## config.mk

```make
export PLATFORM = sky130hd
export DESIGN_NAME = p2m_regs
export DESIGN_NICKNAME = d
export VERILOG_FILES = /design/src/p2m_evt_bit.v /design/src/p2m_regs.v
export VERILOG_INCLUDE_DIRS = /design/src /design/src/src
export SDC_FILE = /design/constraint.sdc
export NUM_CORES = 1
export LEC_CHECK = 0
export ABC_AREA = 0
export BUFFER_PORTS_ARGS = -buffer_cell sky130_fd_sc_hd__buf_2
export CORE_MARGIN = 1
export CORE_UTILIZATION = 35
export DETAILED_ROUTE_END_ITERATION = 6
export PLACE_DENSITY = 0.72
export SYNTH_ARGS = -nofsm -noshare
export SYNTH_HDL_FRONTEND = slang
export SYNTH_SLANG_ARGS = --single-unit
```

## constraint.sdc

```tcl
create_clock -name clock -period 3.21 [get_ports clock]
set_input_delay 0.8025 -clock clock [delete_from_list [all_inputs] [get_ports clock]]
set_output_delay 0.8025 -clock clock [all_outputs]
set_load 0.01 [all_outputs]
```

## src/p2m_map.vh

```
`ifndef P2M_MAP_VH
`define P2M_MAP_VH

// Register byte offsets
`define P2M_OFS_BASIC_CONTROL 8'h58
`define P2M_OFS_BASIC_STATUS 8'h5a
`define P2M_OFS_ID_LOW 8'h5c
`define P2M_OFS_ID_HIGH 8'h5e
`define P2M_OFS_ADVERTISE 8'h60
`define P2M_OFS_PARTNER 8'h62
`define P2M_OFS_RSVD_LO 8'h64
`define P2M_OFS_RSVD_HI 8'h65
`define P2M_OFS_EVT_STATUS 8'hf0
`define P2M_OFS_EVT_MASK 8'hf2

// Basic control fields
`define P2M_BC_DIS_MDIX 3
`define P2M_BC_DIS_FEF 2
`define P2M_BC_DIS_TX 1

// Fourth control register fields
`define P2M_CR4_DIS_TX 14
`define P2M_CR4_DIS_FEF 12
`define P2M_CR4_DIS_MDIX 10
`define P2M_CR4_PAUSE 4
`define P2M_CR4_ADV_HI 3
`define P2M_CR4_ADV_LO 0

// Port status register fields
`define P2M_SR_ANEG_DONE 6
`define P2M_SR_LINK 5
`define P2M_SR_PAUSE 4
`define P2M_SR_FEF 8
`define P2M_SR_ABIL_HI 3
`define P2M_SR_ABIL_LO 0

// Basic status fields
`define P2M_BS_CAPS_HI 15
`define P2M_BS_CAPS_LO 11
`define P2M_BS_ANEG_DONE 5
`define P2M_BS_FEF 4
`define P2M_BS_ANEG_ABLE 3
`define P2M_BS_LINK 2

// Advertisement and partner fields
`define P2M_AN_PAUSE 10
`define P2M_AN_ABIL_HI 8
`define P2M_AN_ABIL_LO 5
`define P2M_AN_SEL_HI 4
`define P2M_AN_SEL_LO 0

// Reset and fixed values
`define P2M_RST_DIS_MDIX 1'b0
`define P2M_RST_DIS_FEF 1'b0
`define P2M_RST_DIS_TX 1'b0
`define P2M_RST_PAUSE 1'b1
`define P2M_RST_ADV 4'hf
`define P2M_CAPS 5'h0f
`define P2M_SELECTOR 5'h01
`define P2M_RST_EVT_MASK 4'h0

// Event bit positions
`define P2M_EV_LINK 0
`define P2M_EV_ANEG 1
`define P2M_EV_FEF 2
`define P2M_EV_PARTNER 3
`define P2M_EV_COUNT 4

`endif

```

## src/p2m_evt_bit.v

```verilog
`timescale 1ns/1ps

// Sticky event flag; a set in the same cycle as a clear wins
module p2m_evt_bit (
    // Clock and reset
    input wire clock,
    input wire arst_n,
    // Control
    input wire set,
    input wire clr,
    // Flag
    output reg flag_r
);

    wire flag_nxt;

    assign flag_nxt = set | (flag_r & ~clr);

    always @(posedge clock or negedge arst_n) begin
        if (!arst_n) begin
            flag_r <= 1'b0;
        end else begin
            flag_r <= flag_nxt;
        end
    end

endmodule

```

## src/p2m_regs.v

```verilog
// Local design decision: strobed register access.
`timescale 1ns/1ps
`include "p2m_map.vh"

// What this block does
// - Control bit 3 disables auto crossover; shared with fourth control bit 10.
// - Control bit 2 disables far-end-fault detection (fiber); shared with bit 12.
// - Control bit 1 disables transmit, default 0; shared with fourth control bit 14.
// - Status bits 15..11 fixed: T4 reads 0, four TX/T capability flags read 1.
// - Status bit 5 shows auto-negotiation complete, from port status bit 6.
// - Status bit 4 shows far-end fault, from port status bit 8.
// - Status bit 3 always reads 1, auto-negotiation capable.
// - Status bit 2 shows link up, from port status bit 5.
// - Preamble suppression bit 6 and jabber bit 1 always read 0.
// - Status bit 0 reads 0, no extended register capability.
// - Two fixed read-only identifier words; writes do nothing.
// - Advertise bit 10 pause, writable, default 1, shared with fourth control bit 4.
// - Advertise bits 8..5 writable, default 1, shared with fourth control bits 3..0.
// - Partner bit 10 read-only, from port status bit 4.
// - Partner bits 8..5 read-only, from port status bits 3..0.
// - Bytes 0x064-0x065 reserved, no function.
module p2m_regs #(
    // Identifier words; both values are arbitrary
    parameter [15:0] ID_LOW = 16'h5a5a,
    parameter [15:0] ID_HIGH = 16'h0c3c
) (
    // Clock and reset
    input wire clock,
    input wire arst_n,
    // Register port
    input wire [7:0] reg_addr,
    input wire [15:0] reg_wdata,
    input wire reg_wr,
    input wire reg_rd,
    output reg [15:0] reg_rdata_r,
    // Fourth control register, written from its own side
    input wire cr4_wr,
    input wire [15:0] cr4_wdata,
    // Port status register
    input wire [15:0] port2_status,
    // Control levels to the PHY and port logic
    output wire dis_auto_mdix,
    output wire dis_far_end_fault,
    output wire dis_transmit,
    output wire adv_pause,
    output wire [3:0] adv_abilities,
    // Interrupt
    output wire irq
);

    reg dis_mdix_r;
    reg dis_mdix_nxt;
    reg dis_fef_r;
    reg dis_fef_nxt;
    reg dis_tx_r;
    reg dis_tx_nxt;
    reg pause_r;
    reg pause_nxt;
    reg [3:0] adv_r;
    reg [3:0] adv_nxt;
    reg [`P2M_EV_COUNT-1:0] evt_mask_r;
    reg [`P2M_EV_COUNT-1:0] evt_mask_nxt;
    reg link_prev_r;
    reg aneg_prev_r;
    reg fef_prev_r;
    reg [4:0] partner_prev_r;
    reg [15:0] rd_mux;

    wire wr_ctl;
    wire wr_adv;
    wire wr_mask;
    wire wr_evt;
    wire [15:0] basic_control;
    wire [15:0] basic_status;
    wire [15:0] advertise;
    wire [15:0] partner;
    wire link_now;
    wire aneg_now;
    wire fef_now;
    wire [4:0] partner_now;
    wire [`P2M_EV_COUNT-1:0] evt_set;
    wire [`P2M_EV_COUNT-1:0] evt_clr;
    wire [`P2M_EV_COUNT-1:0] evt_flag;
    wire [15:0] evt_status;
    wire [15:0] evt_mask_word;

    // Write decode; any offset outside the map is ignored
    assign wr_ctl = reg_wr & (reg_addr == `P2M_OFS_BASIC_CONTROL);
    assign wr_adv = reg_wr & (reg_addr == `P2M_OFS_ADVERTISE);
    assign wr_mask = reg_wr & (reg_addr == `P2M_OFS_EVT_MASK);
    assign wr_evt = reg_wr & (reg_addr == `P2M_OFS_EVT_STATUS);

    // Shared control bits: this view and the fourth control register write one store.
    // Should both write in one cycle, the register port write is taken.
    always @* begin
        dis_mdix_nxt = dis_mdix_r;
        dis_fef_nxt = dis_fef_r;
        dis_tx_nxt = dis_tx_r;
        if (cr4_wr) begin
            dis_mdix_nxt = cr4_wdata[`P2M_CR4_DIS_MDIX];
            dis_fef_nxt = cr4_wdata[`P2M_CR4_DIS_FEF];
            dis_tx_nxt = cr4_wdata[`P2M_CR4_DIS_TX];
        end
        if (wr_ctl) begin
            dis_mdix_nxt = reg_wdata[`P2M_BC_DIS_MDIX];
            dis_fef_nxt = reg_wdata[`P2M_BC_DIS_FEF];
            dis_tx_nxt = reg_wdata[`P2M_BC_DIS_TX];
        end
    end

    always @* begin
        pause_nxt = pause_r;
        adv_nxt = adv_r;
        if (cr4_wr) begin
            pause_nxt = cr4_wdata[`P2M_CR4_PAUSE];
            adv_nxt = cr4_wdata[`P2M_CR4_ADV_HI:`P2M_CR4_ADV_LO];
        end
        if (wr_adv) begin
            pause_nxt = reg_wdata[`P2M_AN_PAUSE];
            adv_nxt = reg_wdata[`P2M_AN_ABIL_HI:`P2M_AN_ABIL_LO];
        end
    end

    always @* begin
        evt_mask_nxt = evt_mask_r;
        if (wr_mask) begin
            evt_mask_nxt = reg_wdata[`P2M_EV_COUNT-1:0];
        end
    end

    always @(posedge clock or negedge arst_n) begin
        if (!arst_n) begin
            dis_mdix_r <= `P2M_RST_DIS_MDIX;
            dis_fef_r <= `P2M_RST_DIS_FEF;
            dis_tx_r <= `P2M_RST_DIS_TX;
        end else begin
            dis_mdix_r <= dis_mdix_nxt;
            dis_fef_r <= dis_fef_nxt;
            dis_tx_r <= dis_tx_nxt;
        end
    end

    always @(posedge clock or negedge arst_n) begin
        if (!arst_n) begin
            pause_r <= `P2M_RST_PAUSE;
            adv_r <= `P2M_RST_ADV;
        end else begin
            pause_r <= pause_nxt;
            adv_r <= adv_nxt;
        end
    end

    always @(posedge clock or negedge arst_n) begin
        if (!arst_n) begin
            evt_mask_r <= `P2M_RST_EVT_MASK;
        end else begin
            evt_mask_r <= evt_mask_nxt;
        end
    end

    assign dis_auto_mdix = dis_mdix_r;
    assign dis_far_end_fault = dis_fef_r;
    assign dis_transmit = dis_tx_r;
    assign adv_pause = pause_r;
    assign adv_abilities = adv_r;

    // Mirrored status from the port
    assign link_now = port2_status[`P2M_SR_LINK];
    assign aneg_now = port2_status[`P2M_SR_ANEG_DONE];
    assign fef_now = port2_status[`P2M_SR_FEF];
    assign partner_now = {port2_status[`P2M_SR_PAUSE],
                          port2_status[`P2M_SR_ABIL_HI:`P2M_SR_ABIL_LO]};

    // Only the low control bits live here; upper bits and bit 0 read as zero
    assign basic_control = {12'h000,
                            dis_mdix_r,
                            dis_fef_r,
                            dis_tx_r,
                            1'b0};

    assign basic_status = {`P2M_CAPS,
                           4'h0,
                           1'b0,
                           aneg_now,
                           fef_now,
                           1'b1,
                           link_now,
                           1'b0,
                           1'b0};

    assign advertise = {5'h00,
                        pause_r,
                        1'b0,
                        adv_r,
                        `P2M_SELECTOR};

    assign partner = {5'h00,
                      partner_now[4],
                      1'b0,
                      partner_now[3:0],
                      `P2M_SELECTOR};

    // Previous samples for change detection
    always @(posedge clock or negedge arst_n) begin
        if (!arst_n) begin
            link_prev_r <= 1'b0;
            aneg_prev_r <= 1'b0;
            fef_prev_r <= 1'b0;
            partner_prev_r <= 5'h00;
        end else begin
            link_prev_r <= link_now;
            aneg_prev_r <= aneg_now;
            fef_prev_r <= fef_now;
            partner_prev_r <= partner_now;
        end
    end

    // Events: link change, negotiation done, fault seen, partner abilities changed
    assign evt_set[`P2M_EV_LINK] = link_now ^ link_prev_r;
    assign evt_set[`P2M_EV_ANEG] = aneg_now & ~aneg_prev_r;
    assign evt_set[`P2M_EV_FEF] = fef_now & ~fef_prev_r;
    assign evt_set[`P2M_EV_PARTNER] = |(partner_now ^ partner_prev_r);

    assign evt_clr = wr_evt ? reg_wdata[`P2M_EV_COUNT-1:0] : {`P2M_EV_COUNT{1'b0}};

    genvar gi;
    generate
        for (gi = 0; gi < `P2M_EV_COUNT; gi = gi + 1) begin : g_evt
            p2m_evt_bit u_evt (
                .clock(clock),
                .arst_n(arst_n),
                .set(evt_set[gi]),
                .clr(evt_clr[gi]),
                .flag_r(evt_flag[gi])
            );
        end
    endgenerate

    assign irq = |(evt_flag & evt_mask_r);

    assign evt_status = {{(16-`P2M_EV_COUNT){1'b0}}, evt_flag};
    assign evt_mask_word = {{(16-`P2M_EV_COUNT){1'b0}}, evt_mask_r};

    // Read mux; unmapped and reserved offsets answer zero
    always @* begin
        rd_mux = 16'h0000;
        case (reg_addr)
            `P2M_OFS_BASIC_CONTROL: begin
                rd_mux = basic_control;
            end
            `P2M_OFS_BASIC_STATUS: begin
                rd_mux = basic_status;
            end
            `P2M_OFS_ID_LOW: begin
                rd_mux = ID_LOW;
            end
            `P2M_OFS_ID_HIGH: begin
                rd_mux = ID_HIGH;
            end
            `P2M_OFS_ADVERTISE: begin
                rd_mux = advertise;
            end
            `P2M_OFS_PARTNER: begin
                rd_mux = partner;
            end
            `P2M_OFS_RSVD_LO, `P2M_OFS_RSVD_HI: begin
                rd_mux = 16'h0000;
            end
            `P2M_OFS_EVT_STATUS: begin
                rd_mux = evt_status;
            end
            `P2M_OFS_EVT_MASK: begin
                rd_mux = evt_mask_word;
            end
            default: begin
                rd_mux = 16'h0000;
            end
        endcase
    end

    // Read data stand only in the cycle after the strobe
    always @(posedge clock or negedge arst_n) begin
        if (!arst_n) begin
            reg_rdata_r <= 16'h0000;
        end else if (reg_rd) begin
            reg_rdata_r <= rd_mux;
        end else begin
            reg_rdata_r <= 16'h0000;
        end
    end

endmodule

```

==> results of run 1 <==
kinds of logic (layout without fill, tap and decap cells):
kind of cell,after synthesis,count (layout),share of synthesized area
flip-flops,38,38,0.525
AO/OA/AOI/OAI,29,29,0.106
AND/OR/NAND/NOR,52,52,0.178
buffers and inverters,12,73,0.0363
XOR/XNOR,6,6,0.0288
other,1,1,0.00206
multiplexers,20,20,0.124
placed cells by master (no fill, tap or decap), types with 2 or more instances in the layout:
cell      instances
xor2_1            3
nand2b_1          2
nor3_1            2
buf_2            61
a22o_1            2
nor2b_1           3
dfrtp_1          33
mux2_2            9
nand2_1          12
a211oi_1          2
inv_1             4
mux2i_1           8
o21ai_0           2
a21o_1            2
mux2_4            3
nand4_1           2
a22oi_1           2
nor2_1           13
clkbuf_8          6
xnor2_1           3
nand3_1           4
a21oi_1          12
dfstp_2           5
final timing paths:
kind                                                    to  slack [ns]  cells past startpoint
setup / recovery                                       irq        1.24                      3
hold / removal             g_evt[0].u_evt.flag_r$_DFF_PN0_        0.52                      1
setup reg to reg           g_evt[3].u_evt.flag_r$_DFF_PN0_        2.08                      3
hold reg to reg            g_evt[0].u_evt.flag_r$_DFF_PN0_        0.52                      1
max in group asynchronous      partner_prev_r[4]$_DFF_PN0_        2.07                      1
min in group asynchronous      partner_prev_r[0]$_DFF_PN0_        0.61                      1
layer usage:
metal  track usage  vias up  share of wire  wire length [um]
met5             0        -              0                 0
met4        0.0577        0          0.016                63
met3        0.0420        6          0.046               182
met2         0.238       41           0.46              1810
met1         0.211      668           0.48              1870
li1              -      682              -                 -
flip-flops by register name, summed over array words and instances, names as in the netlist:
signal and count:
adv_abilities 4, adv_pause 1, aneg_prev_r 1, dis_auto_mdix 1, dis_far_end_fault 1, dis_transmit 1, evt_mask_r 4, fef_prev_r 1
g_evt.u_evt.flag_r 4, link_prev_r 1, partner_prev_r 5, reg_rdata_r 14
cell type report:
cell class                      count  area [sq um]
Sequential cell                    38           957
Clock buffer                        7          86.3
Timing Repair Buffer               61           305
Inverter                            4          15.0
Multi-Input combinational cell    108           801
Fill cell                         491          2630
Clock inverter                      1          5.00
Tap cell                           67          83.8
per-stage QoR:
| stage | cell area, sq um | utilization | setup slack (ns) | hold WS, ns |
|---|---|---|---|---|
| floorplan | 1820 | - | 1.30 | 0.472 |
| global placement | 2160 | 0.443 | 0.989 | 0.500 |
| finish | 2250 | 0.462 | 1.24 | 0.519 |
| global route | 2250 | 0.462 | 1.16 | 0.546 |
| detailed placement | 2160 | 0.443 | 0.984 | 0.503 |
| CTS | 2250 | 0.462 | 1.23 | 0.521 |
power by group through the flow:
stage	sequential, mW	combinational, mW	clock (mW)
final	0.515	0.124	0.333
after CTS	0.515	0.126	0.343
after floorplan	0.526	0.0584	0
after global routing	0.518	0.137	0.363
after global placement	0.524	0.123	0
after detailed placement	0.524	0.125	0
==> flow_summary.yaml, run 1 <==
synth:
  synthTopCellsByCount: "dfrtp_1 (33), nor2_1 (13), a21oi_1 (12), nand2_1 (12), mux2_2 (9)"
  synth_top_cell_area_share: 0.453
  synth_warnings: 0
  async_flop_share: 1.00
  synth_cells: 158
  synthesis.area_sq_um: 1820
  yosys-top-cells-area: "dfrtp_1 (45%), dfstp_2 (7.2%), mux2_2 (5.6%), mux2i_1 (4.4%), a21oi_1 (3.3%)"
  syn_nets: 219
  synth.largest_area_cell: "dfrtp_1"
  synthFlopType: "dfrtp_1"
  synth_edf_count: 0
  synth.distinct_cells: 47
  avgSynthCellArea_sq_um: 11.5
  yosysSeqAreaShare: 0.525
  yosysMostFrequentCell: "dfrtp_1"
  synth-seq-cells: 38
pwr:
  power_density_nw_per_um2: 431
  p_leak_nw: 1.08
  swShare: 0.245
  clkPwrFrac: 0.342
  power_frac_comb: 0.128
  seqPwrFrac: 0.530
  intPower_mw: 0.733
  vdd.ir_drop.worst_mv: 0.273
  power_switching_mw: 0.238
  power_mw: 0.972
timing:
  fin_crit_ns: 1.97
  fmax_mhz: 509
  setup_violations: 0
  tightest_slew_ns: 0.840
  final_hold_viol_count: 0
  drv_slew: 0
  fin_crit_sh: 0.612
  setup_tns_ns: 0
  rsz0062_at_grt: "false"
  skew_ns: 0.00253
  relSlewSlack: 0.440
grt:
  antenna_found_initial: 0
  grt_max_degree: 39
  grt_pass1_wl_mm: 6.16
  globalRouteTotalUtil: 0.156
  grt_pass1_vias: 1259
  grt_overflow_total: 0
drt:
  drt_iter0_drc: 76
  vias: 1397
  postRouteAntennaNets: 0
  drtPass1Iterations: 4
  drc: 0
  post_drt_wl_per_cell_um: 13.7
  wl_mm: 3.93
  avgViaCountPerCell: 4.88
critical_path:
  rr_startpoint: "partner_prev_r[0]$_DFF_PN0_"
  path_cells: "a22oi_1 -> nand2_1 -> buf_2"
  cp-end-kind: "output port"
  crit_start: "g_evt[1].u_evt.flag_r$_DFF_PN0_"
  cpMaxStageDelayCell: "dfrtp_1"
  arrival_ns: 1.16
  critical-path-top-delay-family: "flip-flops"
  crit_fanout: 3
  worstSetupStartpointType: "flip-flop"
  max_stage_delay_ns: 0.42
  required_ns: 2.41
  worst-path-buf-inv: 1
  crit_type: "flip-flop to output port"
placement:
  gp_congestion: 0.799
  dpl.hpwl_mm: 2.99
  numPortBuffers: 61
  dp.cells: 278
clock_tree:
  post_cts_resize_count: 0
  cts_setup_buffers: 0
  cts_root_buf: "clkbuf_8"
  clk_pin_slew_worst_paths_ns: 0.07
  cts_made_buffers: 5
  postCtsHoldBufs: 0
  cts_max_level: 2
  clk_path_buf_depth: 2
  clock_sinks: 38
  cts_tree: "yes"
  insertion_delay_ns: 0.29
min_path:
  worstHoldStart: "g_evt[0].u_evt.flag_r$_DFF_PN0_"
  min_path_type: "flip-flop to flip-flop"
layout:
  drive_above_1_share: 0.425
  nets: 279
  instances_no_fill: 286
  area_growth_pct: 23.5
  antennaDiodeCount: 0
outcome:
  outcome: "completed"
job:
  max_cap_viol_count: 0
die:
  die_area_sq_um: 5500
  die_w_um: 74.2
  start_util: 0.374
  ios: 86
  num_rows: 25
  core_sq_um: 4880
  die_h_um: 74.2
Power figures use the tool's default switching activity.
==> inputs of run 2 (changes only) <==
Settings changed: PLACE_DENSITY 0.72 to 0.74.
Clock period 3.21 ns to 1.65 ns, I/O delays scaled along.
==> flow_summary.yaml, run 2 (synthesis gave the netlist of run 1 again) <==
die:
  core_sq_um: 4880
  ios: 86
  num_rows: 25
  die_w_um: 74.2
  die_h_um: 74.2
  die_area_sq_um: 5500
  start_util: 0.374
layout:
  reg_top3: "reg_rdata_r x14, partner_prev_r x5"
  final_common_cell: "buf_2"
  final_cell_mix: "buf_2 (61), dfrtp_1 (33), nor2_1 (13), nand2_1 (12), a21oi_1 (12)"
  final_util: 0.484
  nets: 291
  nFillCells: 478
  instances_no_fill: 298
  area_growth_pct: 29.4
  largest_register_ffs: 14
  drive_above_1_share: 0.459
  antennaDiodeCount: 0
  finalInstanceArea_sq_um: 2360
  largest-register: "reg_rdata_r"
  multiInputGateArea_sq_um: 806
  seq_area_sq_um: 957
critical_path:
  crit_fanout: 3
  cp-end-kind: "output port"
  crit_start: "g_evt[1].u_evt.flag_r$_DFF_PN0_"
  worstSetupStartpointType: "flip-flop"
  required_ns: 1.24
  crit_type: "flip-flop to output port"
  rr_startpoint: "partner_prev_r[0]$_DFF_PN0_"
  arrival_ns: 1.18
clock_tree:
  cts_max_level: 2
  postCtsHoldBufs: 0
  cts_setup_buffers: 0
  cts_root_buf: "clkbuf_8"
  clk_path_buf_depth: 2
  cts_tree: "yes"
  clock_sinks: 38
  cts_made_buffers: 5
  clk_pin_slew_worst_paths_ns: 0.07
  insertion_delay_ns: 0.29
timing:
  fin_crit_ns: 1.59
  skew_ns: 0.00376
  drv_slew: 0
  setup_violations: 0
  final_hold_viol_count: 0
  rsz0062_at_grt: "false"
  fmax_mhz: 629
  fin_crit_sh: 0.963
placement:
  place_area_sq_um: 2260
  dpl.hpwl_mm: 3.12
  numPortBuffers: 61
  gp_congestion: 0.884
  dp.cells: 290
pwr:
  vdd.ir_drop.worst_mv: 0.483
  p_leak_nw: 1.15
  power_density_nw_per_um2: 810
grt:
  grt_pass1_wl_mm: 6.53
  globalRouteTotalUtil: 0.162
  grt_pass1_vias: 1331
  antenna_found_initial: 0
  grt_max_degree: 22
  grt_overflow_total: 0
drt:
  drtPass1Iterations: 4
  avgViaCountPerCell: 4.77
  postRouteAntennaNets: 0
  post_drt_wl_per_cell_um: 13.4
  drc: 0
  vias: 1420
  drt_iter0_drc: 174
  wl_mm: 4.00
min_path:
  min_path_type: "input port to asynchronous set/reset pin"
job:
  max_cap_viol_count: 0
outcome:
  outcome: "completed"
[run 2: final timing paths]
path,end,slack [ns],cells past startpoint
max in group asynchronous,reg_rdata_r[6]$_DFF_PN0_,1.14,2
min,reg_rdata_r[7]$_DFF_PN0_,0.05,1
min reg2reg,evt_mask_r[2]$_DFFE_PN0P_,0.53,1
max,irq,0.06,3
max reg2reg,g_evt[3].u_evt.flag_r$_DFF_PN0_,0.51,3
min in group clock,partner_prev_r[0]$_DFF_PN0_,0.26,1
[run 2: routing by layer]
layer / GRT usage / part of all wire / vias up
li1: - / - / 705
met2: 0.232 / 0.44 / 41
met1: 0.231 / 0.49 / 666
met5: 0 / 0 / -
met3: 0.0474 / 0.050 / 8
met4: 0.0641 / 0.017 / 0
[run 2: report_power, final]
group	internal, mW	switching, mW
clock network	0.337	0.311
logic	0.129	0.134
registers	0.977	0.0255
[run 2: per-stage QoR]
step	power, mW	setup WS (ns)	TNS (ns)	hold WS, ns
6_report	1.91	0.0611	0	0.0528
5_1_grt	2.01	0.00425	0	0.0781
4_1_cts	1.92	0.0453	0	0.0665
3_5_place_dp	1.28	-0.0565	-0.306	0.377
3_3_place_gp	1.28	-0.0651	-0.273	0.378
2_1_floorplan	1.14	0.131	0	0.117
[run 2: repair_timing]
| action | in CTS | in global routing |
|---|---|---|
| hold endpoints to repair | 0 | 0 |
| resized for setup | 0 | 1 |
| setup endpoints to repair | 0 | 1 |
[run 2: final cells by class]
cell class,instances,share of cell area
Clock buffer,7,0.0366
Multi-Input combinational cell,108,0.341
Inverter,4,0.00636
Sequential cell,38,0.405
Tap cell,67,0.0355
Timing Repair Buffer,73,0.173
Clock inverter,1,0.00212
[run 2: critical path, cell delays in order, from the launching register on]
cell,delay (ns)
dfrtp_1,0.42
a22oi_2,0.22
nand2_1,0.10
buf_2,0.15
